[config.mk]
export PLATFORM = sky130hd
export DESIGN_NAME = bcbm_break_matcher
export DESIGN_NICKNAME = d
export VERILOG_FILES = /design/src/verilog/bcbm_break_matcher.v
export VERILOG_INCLUDE_DIRS = /design/src /design/src/verilog
export SDC_FILE = /design/constraint.sdc
export NUM_CORES = 1
export LEC_CHECK = 0
export BUFFER_PORTS_ARGS = -buffer_cell sky130_fd_sc_hd__buf_2
export CORE_ASPECT_RATIO = 0.7
export CORE_MARGIN = 5
export CORE_UTILIZATION = 40
export CTS_CLUSTER_DIAMETER = 60
export CTS_CLUSTER_SIZE = 28
export DETAILED_ROUTE_END_ITERATION = 16
export SKIP_LAST_GASP = 1
export SYNTH_ARGS = -nofsm -noshare
export SYNTH_HDL_FRONTEND = slang
export SYNTH_SLANG_ARGS = --single-unit
[constraint.sdc]
create_clock -name mclk -period 2.6 [get_ports mclk]
set_input_delay 0.39 -clock mclk [delete_from_list [all_inputs] [get_ports mclk]]
set_output_delay 0.39 -clock mclk [all_outputs]
set_load 0.02 [all_outputs]
[src/verilog/bcbm_regs.vh]
// Register offsets, field positions, reset values and timing counts of the break matcher.
// Assumes inclusion by bare name from the design file.
`ifndef BCBM_REGS_VH
`define BCBM_REGS_VH
// ****************************************************************
// Register byte offsets on APB.
// ****************************************************************
`define BCBM_OFF_ADDR_HIGH 12'h000
`define BCBM_OFF_ADDR_LOW 12'h004
`define BCBM_OFF_MASK_HIGH 12'h008
`define BCBM_OFF_MASK_LOW 12'h00C
`define BCBM_OFF_CYCLE_SEL 12'h010
`define BCBM_OFF_CONTROL 12'h014
`define BCBM_OFF_IRQ_STATUS 12'h018
`define BCBM_OFF_IRQ_MASK 12'h01C
// ****************************************************************
// Field positions.
// ****************************************************************
`define BCBM_CS_MASTER_HI 7
`define BCBM_CS_MASTER_LO 6
`define BCBM_CS_FETCH_HI 5
`define BCBM_CS_FETCH_LO 4
`define BCBM_CS_DIR_HI 3
`define BCBM_CS_DIR_LO 2
`define BCBM_CS_SIZE_HI 1
`define BCBM_CS_SIZE_LO 0
`define BCBM_CS_WIDTH 8
`define BCBM_CR_WIDTH_HI 2
`define BCBM_CR_WIDTH_LO 1
`define BCBM_CR_IRQ_DIS 0
`define BCBM_CR_BITS 3
// ****************************************************************
// Reset values and encodings.
// ****************************************************************
`define BCBM_RST16 16'h0000
`define BCBM_SIZE_BYTE 2'h1
`define BCBM_SIZE_WORD 2'h2
`define BCBM_SIZE_LONG 2'h3
// ****************************************************************
// Trigger pulse lengths in system clocks.
// ****************************************************************
`define BCBM_PULSE_1 5'h01
`define BCBM_PULSE_4 5'h04
`define BCBM_PULSE_8 5'h08
`define BCBM_PULSE_16 5'h10
`endif

[src/verilog/bcbm_break_matcher.v]
// Break-condition matcher with APB register file and interrupt status.
// Assumes bus cycle inputs are valid for one mclk cycle while cycValid is high.
// Functional notes
// RULE_01: The break address is held as a high half for bits 31 to 16 and a low half for bits 15 to 0.
// RULE_02: Address, mask and cycle-select registers are 16-bit and readable and writable.
// RULE_03: These registers clear on power-on reset and module standby, and keep contents otherwise.
// RULE_04: An address bit is compared only when its mask bit is 0.
// RULE_05: Master select 00 never, 01 CPU, 10 DMA, 11 both.
// RULE_06: Access kind 00 never, 01 fetch, 10 data, 11 both.
// RULE_07: Direction 00 never, 01 read, 10 write, 11 both.
// RULE_08: Size 00 ignores size, 01 byte, 10 word, 11 longword.
// RULE_09: Cycle-select bits 15 to 8 read zero and software writes only zero there.
// RULE_10: Software breaking on fetches keeps the low size bit at 0.
// RULE_11: Every instruction fetch counts as a word access, even a double fetch.
// RULE_12: Data access size is the master's operand size, not the bus width.
// RULE_13: A match needs equal unmasked address bits and acceptance by every selection.
// RULE_14: Any of master, access kind or direction at 00 blocks every break.
// RULE_15: A match raises the break request and a trigger pulse together.
// RULE_16: Trigger pulse width is 1, 4, 8 or 16 clocks by a 2-bit field.
// RULE_17: The break request is suppressed while the disable bit is 1, which resets to 0.
//
// The register offsets and the APB slave port were decided locally.
`timescale 1ns/1ps
`include "bcbm_regs.vh"

module bcbm_break_matcher (
	input wire mclk,
	input wire sys_rst,
	input wire moduleStandby,
	input wire psel,
	input wire penable,
	input wire pwrite,
	input wire [11:0] paddr,
	input wire [31:0] pwdata,
	input wire [3:0] pstrb,
	output reg [31:0] prdata,
	output wire pready,
	output wire pslverr,
	input wire cycValid,
	input wire [31:0] cycAddr,
	input wire cycIsDma,
	input wire cycIsFetch,
	input wire cycIsWrite,
	input wire [1:0] cycSize,
	output wire breakIrqReq,
	output wire matchTriggerOut,
	output wire irq
);

	// ****************************************************************
	// Helpers.
	// ****************************************************************
	function sel2;
		input [1:0] field;
		input firstKind;
		begin
			sel2 = firstKind ? field[0] : field[1];
		end
	endfunction

	function [15:0] laneMerge;
		input [15:0] old;
		input [15:0] wd;
		input [1:0] strb;
		begin
			laneMerge = {strb[1] ? wd[15:8] : old[15:8], strb[0] ? wd[7:0] : old[7:0]};
		end
	endfunction

	// Pulse length in clocks for a width code; a new pulse and a restarted one share it.
	function [4:0] pulseLen;
		input [1:0] code;
		begin
			case (code)
				2'h0: pulseLen = `BCBM_PULSE_1;
				2'h1: pulseLen = `BCBM_PULSE_4;
				2'h2: pulseLen = `BCBM_PULSE_8;
				default: pulseLen = `BCBM_PULSE_16;
			endcase
		end
	endfunction

	// Only the eight word-aligned offsets answer; any other address gets pslverr.
	function regMapped;
		input [11:0] addr;
		begin
			regMapped = 1'b0;
			if (addr == `BCBM_OFF_ADDR_HIGH)
			begin
				regMapped = 1'b1;
			end
			else if (addr == `BCBM_OFF_ADDR_LOW)
			begin
				regMapped = 1'b1;
			end
			else if (addr == `BCBM_OFF_MASK_HIGH)
			begin
				regMapped = 1'b1;
			end
			else if (addr == `BCBM_OFF_MASK_LOW)
			begin
				regMapped = 1'b1;
			end
			else if (addr == `BCBM_OFF_CYCLE_SEL)
			begin
				regMapped = 1'b1;
			end
			else if (addr == `BCBM_OFF_CONTROL)
			begin
				regMapped = 1'b1;
			end
			else if (addr == `BCBM_OFF_IRQ_STATUS)
			begin
				regMapped = 1'b1;
			end
			else if (addr == `BCBM_OFF_IRQ_MASK)
			begin
				regMapped = 1'b1;
			end
		end
	endfunction

	localparam ST_IDLE = 2'h1;
	localparam ST_PULSE = 2'h2;

	// ****************************************************************
	// Registers.
	// ****************************************************************
	reg [15:0] addrHigh_r;
	reg [15:0] addrLow_r;
	reg [15:0] maskHigh_r;
	reg [15:0] maskLow_r;
	reg [7:0] cycleSel_r;
	reg [2:0] control_r;
	reg irqStatus_r;
	reg irqMask_r;
	reg [1:0] state_r;
	reg [4:0] pulseCnt_r;
	reg [4:0] pulseCnt_nxt;
	reg [1:0] state_nxt;
	reg matchReq_r;
	reg [31:0] prdata_nxt;

	// ****************************************************************
	// Bus decode.
	// ****************************************************************
	wire clearAll = sys_rst | moduleStandby;
	wire wrEn = psel & penable & pwrite;
	wire setupPhase = psel & ~penable;
	// Write-one-to-clear of the status bit; a set in the same cycle wins over it.
	wire statusClear = wrEn && paddr == `BCBM_OFF_IRQ_STATUS && pstrb[0] && pwdata[0];
	wire [31:0] breakAddr = {addrHigh_r, addrLow_r};
	wire [31:0] addrMask = {maskHigh_r, maskLow_r};
	wire mapped = regMapped(paddr);

	assign pready = 1'b1;
	assign pslverr = psel & penable & ~mapped;

	// Standby clears like a reset, so software must reprogram after leaving it.
	always @(posedge mclk)
	begin
		if (clearAll) // see RULE_03
		begin
			addrHigh_r <= `BCBM_RST16;
			addrLow_r <= `BCBM_RST16;
			maskHigh_r <= `BCBM_RST16;
			maskLow_r <= `BCBM_RST16;
			cycleSel_r <= 8'h00;
			control_r <= 3'h0; // see RULE_17
			irqMask_r <= 1'b0;
		end
		else if (wrEn)
		begin
			if (paddr == `BCBM_OFF_ADDR_HIGH) // see RULE_01, RULE_02
			begin
				addrHigh_r <= laneMerge(addrHigh_r, pwdata[15:0], pstrb[1:0]);
			end
			else if (paddr == `BCBM_OFF_ADDR_LOW) // see RULE_01, RULE_02
			begin
				addrLow_r <= laneMerge(addrLow_r, pwdata[15:0], pstrb[1:0]);
			end
			else if (paddr == `BCBM_OFF_MASK_HIGH) // see RULE_02
			begin
				maskHigh_r <= laneMerge(maskHigh_r, pwdata[15:0], pstrb[1:0]);
			end
			else if (paddr == `BCBM_OFF_MASK_LOW) // see RULE_02
			begin
				maskLow_r <= laneMerge(maskLow_r, pwdata[15:0], pstrb[1:0]);
			end
			else if (paddr == `BCBM_OFF_CYCLE_SEL && pstrb[0]) // see RULE_09
			begin
				cycleSel_r <= pwdata[7:0];
			end
			else if (paddr == `BCBM_OFF_CONTROL && pstrb[0])
			begin
				control_r <= pwdata[2:0];
			end
			else if (paddr == `BCBM_OFF_IRQ_MASK && pstrb[0])
			begin
				irqMask_r <= pwdata[0];
			end
		end
	end

	// ****************************************************************
	// Read path.
	// ****************************************************************
	always @*
	begin
		prdata_nxt = 32'h00000000;
		if (paddr == `BCBM_OFF_ADDR_HIGH)
		begin
			prdata_nxt = {16'h0000, addrHigh_r};
		end
		else if (paddr == `BCBM_OFF_ADDR_LOW)
		begin
			prdata_nxt = {16'h0000, addrLow_r};
		end
		else if (paddr == `BCBM_OFF_MASK_HIGH)
		begin
			prdata_nxt = {16'h0000, maskHigh_r};
		end
		else if (paddr == `BCBM_OFF_MASK_LOW)
		begin
			prdata_nxt = {16'h0000, maskLow_r};
		end
		else if (paddr == `BCBM_OFF_CYCLE_SEL)
		begin
			prdata_nxt = {24'h000000, cycleSel_r}; // see RULE_09
		end
		else if (paddr == `BCBM_OFF_CONTROL)
		begin
			prdata_nxt = {29'h0000000, control_r};
		end
		else if (paddr == `BCBM_OFF_IRQ_STATUS)
		begin
			prdata_nxt = {31'h0000000, irqStatus_r};
		end
		else if (paddr == `BCBM_OFF_IRQ_MASK)
		begin
			prdata_nxt = {31'h0000000, irqMask_r};
		end
	end

	// ****************************************************************
	// Read data register.
	// ****************************************************************
	// The word is captured in the setup cycle, so it stands unchanged through the
	// access cycle even if a match sets the status bit meanwhile.
	always @(posedge mclk)
	begin
		if (clearAll)
		begin
			prdata <= 32'h00000000;
		end
		else if (setupPhase)
		begin
			prdata <= prdata_nxt;
		end
	end

	// ****************************************************************
	// Match logic.
	// ****************************************************************
	// Fetches are always word size, whatever the bus width delivered.
	wire [1:0] effSize = cycIsFetch ? `BCBM_SIZE_WORD : cycSize; // see RULE_11, RULE_12
	wire addrHit = ((cycAddr ^ breakAddr) & ~addrMask) == 32'h00000000; // see RULE_04
	wire [1:0] sizeSel = cycleSel_r[`BCBM_CS_SIZE_HI:`BCBM_CS_SIZE_LO];
	wire [1:0] widthCode = control_r[`BCBM_CR_WIDTH_HI:`BCBM_CR_WIDTH_LO];
	wire masterOk = sel2(cycleSel_r[`BCBM_CS_MASTER_HI:`BCBM_CS_MASTER_LO], ~cycIsDma); // see RULE_05
	wire kindOk = sel2(cycleSel_r[`BCBM_CS_FETCH_HI:`BCBM_CS_FETCH_LO], cycIsFetch); // see RULE_06
	wire dirOk = sel2(cycleSel_r[`BCBM_CS_DIR_HI:`BCBM_CS_DIR_LO], ~cycIsWrite); // see RULE_07
	wire sizeOk = (sizeSel == 2'h0) || (sizeSel == effSize); // see RULE_08
	// A zero field leaves its sel2 term low, which alone blocks the match.
	wire match = cycValid & addrHit & masterOk & kindOk & dirOk & sizeOk; // see RULE_13, RULE_14

	// ****************************************************************
	// Request, trigger pulse and interrupt status.
	// ****************************************************************
	always @*
	begin
		state_nxt = state_r;
		pulseCnt_nxt = pulseCnt_r;
		case (state_r)
			ST_IDLE:
			begin
				if (match) // see RULE_15
				begin
					state_nxt = ST_PULSE;
					pulseCnt_nxt = pulseLen(widthCode); // see RULE_16
				end
			end
			ST_PULSE:
			begin
				pulseCnt_nxt = pulseCnt_r - 5'h01;
				// A match on the last cycle starts a fresh pulse, so no request goes out alone.
				if (pulseCnt_r == 5'h01 && match) // see RULE_15
				begin
					pulseCnt_nxt = pulseLen(widthCode); // see RULE_16
				end
				else if (pulseCnt_r == 5'h01)
				begin
					state_nxt = ST_IDLE;
				end
			end
			default:
			begin
				state_nxt = ST_IDLE;
				pulseCnt_nxt = 5'h00;
			end
		endcase
	end

	// Matches during a running pulse do not stretch it, except on its last cycle.
	always @(posedge mclk)
	begin
		if (clearAll)
		begin
			state_r <= ST_IDLE;
			pulseCnt_r <= 5'h00;
			matchReq_r <= 1'b0;
			irqStatus_r <= 1'b0;
		end
		else
		begin
			state_r <= state_nxt;
			pulseCnt_r <= pulseCnt_nxt;
			matchReq_r <= match & ~control_r[`BCBM_CR_IRQ_DIS]; // see RULE_17
			// Set wins over a write-one clear in the same cycle.
			if (match)
			begin
				irqStatus_r <= 1'b1;
			end
			else if (statusClear)
			begin
				irqStatus_r <= 1'b0;
			end
		end
	end

	// ****************************************************************
	// Outputs.
	// ****************************************************************
	assign breakIrqReq = matchReq_r; // see RULE_15
	assign matchTriggerOut = state_r[1]; // see RULE_15
	assign irq = irqStatus_r & irqMask_r;

endmodule // bcbm_break_matcher

==> impl_metrics.prom <==
# TYPE chip_impl_metric gauge
chip_impl_info{name="synth.top_cells.by_area",value="dfxtp_1, mux2i_1, nor2_1"} 1
chip_impl_metric{name="syn_avg_cell_area",unit="sq um"} 8.80
chip_impl_metric{name="wl_per_cell",unit="um"} 18.1
chip_impl_metric{name="cts_setup_buffers",unit=""} 0
chip_impl_info{name="endpoint_kind",value="flip-flop"} 1
chip_impl_metric{name="htree_levels",unit=""} 3
chip_impl_metric{name="setup_total_negative_slack",unit="ns"} 0
chip_impl_metric{name="syn-cell-area",unit="sq um"} 5170
chip_impl_metric{name="first_pass_grt_wire_length",unit="um"} 23900
chip_impl_metric{name="synth-seq-area-share",unit=""} 0.391
chip_impl_metric{name="cts_buffer_depth",unit=""} 2
chip_impl_metric{name="min_period_over_period",unit=""} 0.900
chip_impl_metric{name="drt_first_iter_violations",unit=""} 405
chip_impl_metric{name="worst_ir_drop_vdd",unit="mV"} 0.297
chip_impl_metric{name="finish.cell_count_without_fillers",unit=""} 851
chip_impl_metric{name="power.share.switching",unit=""} 0.243
chip_impl_metric{name="global_route.usage.total",unit=""} 0.197
chip_impl_metric{name="die_area",unit="sq um"} 15300
chip_impl_metric{name="critical_path.max_stage_delay",unit="ns"} 0.34
chip_impl_metric{name="finalClockSkew",unit="ns"} 0.00884
chip_impl_metric{name="synthCells",unit=""} 588
chip_impl_info{name="cpMostUsedCell",value="buf_4"} 1
chip_impl_info{name="rsz0062_at_grt",value="false"} 1
chip_impl_metric{name="post_cts_hold_buffer_count",unit=""} 0
chip_impl_metric{name="ff_latch_area",unit="sq um"} 2020
chip_impl_metric{name="fmaxAchievable",unit="GHz"} 0.427
chip_impl_metric{name="slew_headroom",unit=""} 0.571
chip_impl_metric{name="hpwlAfterDp",unit="um"} 11300
chip_impl_metric{name="period_needed",unit="ns"} 2.34
chip_impl_info{name="worst-setup-path-type",value="reg -> reg"} 1
chip_impl_metric{name="first_global_vias",unit=""} 4324
chip_impl_metric{name="detailedRoute.firstPassIterationCount",unit=""} 7
chip_impl_info{name="tritoncts_clock_tree",value="yes"} 1
chip_impl_metric{name="nFillCells",unit=""} 1184
chip_impl_metric{name="worst-endpoint-required",unit="ns"} 2.88
chip_impl_metric{name="grt_overflow",unit=""} 0
chip_impl_metric{name="synth_edf_count",unit=""} 0
chip_impl_metric{name="power_density",unit="nW/um^2"} 531
chip_impl_metric{name="power.sequential.fraction",unit=""} 0.471
chip_impl_metric{name="number_of_storage_elements_in_the_synthesis_netlist",unit=""} 101
chip_impl_metric{name="io_pins",unit=""} 129
chip_impl_metric{name="multi_input_comb_area",unit="sq um"} 2880
chip_impl_info{name="ys_dominant_reg_cell",value="dfxtp_1"} 1
chip_impl_info{name="crit_path_slowest_cell",value="dfxtp_1"} 1
chip_impl_metric{name="chipHeight",unit="um"} 105
chip_impl_metric{name="area_delta_synth_final",unit="%"} 19.4
chip_impl_metric{name="synth_top_cell_area_share",unit=""} 0.391
chip_impl_metric{name="ys_async_sr_fraction",unit=""} 0
chip_impl_metric{name="clk_latency",unit="ns"} 0.35
chip_impl_metric{name="p_comb_frac",unit=""} 0.070
chip_impl_metric{name="gp_congestion",unit=""} 0.921
chip_impl_metric{name="die_width",unit="um"} 146
chip_impl_metric{name="final_critical_path_setup_slack",unit="ns"} 0.259
chip_impl_info{name="crit_path_start_kind",value="flip-flop"} 1
chip_impl_metric{name="final-hold-violation-count",unit=""} 0
chip_impl_metric{name="antenna_found_initial",unit=""} 0
chip_impl_metric{name="initial_utilization",unit=""} 0.412
chip_impl_metric{name="drt_wl_total",unit="um"} 15400
chip_impl_metric{name="p_leak",unit="nW"} 2.34
chip_impl_metric{name="insertedDiodeCount",unit=""} 0
chip_impl_info{name="result_of_the_run",value="finished clean"} 1
chip_impl_metric{name="detail_route.drc_violations",unit=""} 0
chip_impl_metric{name="via_count",unit=""} 4557
chip_impl_metric{name="synth_cell_types",unit=""} 57
chip_impl_metric{name="clkSinkCount",unit=""} 101
chip_impl_metric{name="port_buffers",unit=""} 93
chip_impl_metric{name="rows",unit=""} 34
chip_impl_metric{name="cap_viol_max_count",unit=""} 0
chip_impl_metric{name="design.final.nets",unit=""} 780
chip_impl_metric{name="met3_usage",unit=""} 0.0571
chip_impl_metric{name="globalRouteMet2Util",unit=""} 0.289
chip_impl_metric{name="timing_max_transition_violations_final",unit=""} 0
chip_impl_metric{name="placeableCoreArea",unit="sq um"} 12500
chip_impl_metric{name="total_switching_power",unit="W"} 0.000797
chip_impl_metric{name="finalSetupViolations",unit=""} 0
chip_impl_metric{name="dpl_worst_slack",unit="ns"} 0.0913
chip_impl_metric{name="cts_inserted_buffers",unit=""} 9
chip_impl_info{name="clk_root_buffer_cell",value="clkbuf_16"} 1
chip_impl_metric{name="cts_resized",unit=""} 0
chip_impl_info{name="gr-max-usage-layer",value="met2"} 1
chip_impl_metric{name="cell_internal_pwr",unit="W"} 0.00248
chip_impl_info{name="cp_cell_sequence",value="xnor2_1, o22ai_1, nor4_1, buf_4, o211ai_1, buf_4, or2_1, o31ai_1, a2bb2oi_1"} 1
chip_impl_metric{name="grt_use_met1",unit=""} 0.285
chip_impl_metric{name="share_clk_of_total_power",unit=""} 0.459
chip_impl_info{name="library_cell_with_the_largest_summed_area_after_synthesis",value="dfxtp_1"} 1
chip_impl_metric{name="max_fanout_on_critical_path",unit=""} 7
chip_impl_metric{name="post_detailed_route_count_of_antenna_violating_nets",unit=""} 0
chip_impl_metric{name="yosys_warnings",unit=""} 0
chip_impl_info{name="holdCritPathClass",value="in -> reg"} 1
chip_impl_metric{name="timing_worst_slew_pin_value",unit="ns"} 0.643
chip_impl_metric{name="critical_path_arrival",unit="ns"} 2.62
chip_impl_metric{name="numPlacedInstances",unit=""} 835
chip_impl_metric{name="clk_transition_reported_paths",unit="ns"} 0.07
chip_impl_metric{name="fin_util",unit=""} 0.492
chip_impl_metric{name="post_drt_via_cell_ratio",unit=""} 5.35
chip_impl_metric{name="drive_above_1_share",unit=""} 0.219
chip_impl_metric{name="maximum_number_of_pins_on_one_net_before_global_route_repair",unit=""} 42
## sequential cells by signal, indices dropped and copies added, names as in the netlist
name and flops:
pulseCnt_r 5, irqStatus_r 1, state_r 2, control_r 3, maskLow_r 16, maskHigh_r 16, addrLow_r 16, prdata 16
cycleSel_r 8, irqMask_r 1, addrHigh_r 16, breakIrqReq 1
## final timing paths
path	startpoint	endpoint	slack [ns]	cells past startpoint
min	pwdata[5]	addrHigh_r[5]	0.32	3
max	addrHigh_r[11]	pulseCnt_r[3]	0.26	9
min reg2reg	irqStatus_r	irqStatus_r	0.46	2
max reg2reg	addrHigh_r[11]	pulseCnt_r[3]	0.26	9
## cell usage in the layout, fill, tap and decap left out, types with 3 or more instances in the layout
| master | n |
|---|---|
| a211oi_1 | 11 |
| a21oi_1 | 31 |
| a222oi_1 | 13 |
| a2bb2oi_1 | 3 |
| and2_1 | 5 |
| and3_1 | 3 |
| buf_2 | 93 |
| buf_4 | 27 |
| clkbuf_16 | 9 |
| conb_1 | 17 |
| dfxtp_1 | 101 |
| ha_1 | 4 |
| inv_1 | 14 |
| mux2i_1 | 74 |
| nand2_1 | 26 |
| nand2b_1 | 11 |
| nand3_1 | 4 |
| nand4_1 | 5 |
| nor2_1 | 104 |
| nor2b_1 | 6 |
| nor3_1 | 14 |
| nor4_2 | 4 |
| o2111ai_1 | 3 |
| o21ai_0 | 14 |
| o22ai_1 | 16 |
| xnor2_1 | 32 |
| xor2_1 | 3 |
## logic make-up (layout without fill, tap and decap cells)
group | Yosys count | after routing | synth area share
and+or+nand+nor | 196 | 196 | 0.179
buffers and inverters | 66 | 152 | 0.0643
DFF | 101 | 101 | 0.391
AOI/OAI and AO/OA | 108 | 108 | 0.145
adders and majority gates | 4 | 4 | 0.00968
muxes | 76 | 76 | 0.150
other | 2 | 17 | 0.00145
xor gates and xnor gates | 35 | 35 | 0.0593
## cell usage after synthesis (2+ instances only)
| cell type | instances |
|---|---|
| nor2_1 | 104 |
| dfxtp_1 | 101 |
| mux2i_1 | 74 |
| xnor2_1 | 32 |
| a21oi_1 | 31 |
| nand2_1 | 26 |
| clkbuf_1 | 22 |
| buf_4 | 18 |
| o22ai_1 | 16 |
| inv_1 | 14 |
| nor3_1 | 14 |
| o21ai_0 | 14 |
| a222oi_1 | 13 |
| a211oi_1 | 11 |
| nand2b_1 | 11 |
| buf_2 | 8 |
| nor2b_1 | 6 |
| and2_1 | 5 |
| nand4_1 | 5 |
| ha_1 | 4 |
| nand3_1 | 4 |
| a2bb2oi_1 | 3 |
| and3_1 | 3 |
| nor4_2 | 3 |
| o2111ai_1 | 3 |
| xor2_1 | 3 |
| buf_1 | 2 |
| conb_1 | 2 |
| nand3b_1 | 2 |
| nor3b_2 | 2 |
| nor4_1 | 2 |
| o211ai_1 | 2 |
| o31ai_1 | 2 |
| or2_2 | 2 |
| or3_1 | 2 |
## power groups by stage
stage | combinational, W | sequential [W] | clock (W)
2_1_floorplan | 0.000132 | 0.00158 | 0
3_3_place_gp | 0.000227 | 0.00158 | 0
3_5_place_dp | 0.000228 | 0.00158 | 0
4_1_cts | 0.000230 | 0.00155 | 0.00154
5_1_grt | 0.000249 | 0.00155 | 0.00159
6_report | 0.000231 | 0.00155 | 0.00151
## routing by layer
metal	vias to the layer above	part of all wire
li1	2234	-
met5	-	0
met4	0	0.012
met3	18	0.077
met2	164	0.43
met1	2141	0.48
## through the flow
stage | area [sq um] | hold WS (ns) | total power, W
6_report | 6180 | 0.324 | 0.00328
3_3_place_gp | 5850 | 0.445 | 0.00181
3_5_place_dp | 5850 | 0.450 | 0.00181
5_1_grt | 6180 | 0.321 | 0.00339
2_1_floorplan | 5230 | 0.414 | 0.00172
4_1_cts | 6180 | 0.309 | 0.00332
## layout make-up
class,count,area share
clock inverters,7,0.0168
inverters,15,0.00911
well taps,162,0.0328
clock buffers,9,0.0365
repair buffers,121,0.111
flip-flops and latches,101,0.327
multi-input cells,436,0.466
## worst max-delay path: cells and delay by family (launching register included)
| family | cells | cell delay (ns) |
|---|---|---|
| AOI/OAI and AO/OA | 4 | 0.73 |
| xor gates and xnor gates | 1 | 0.20 |
| buffers and inverters | 2 | 0.38 |
| DFF | 1 | 0.34 |
| and+or+nand+nor | 2 | 0.61 |
Note: power is estimated with default switching activity, not from simulation.
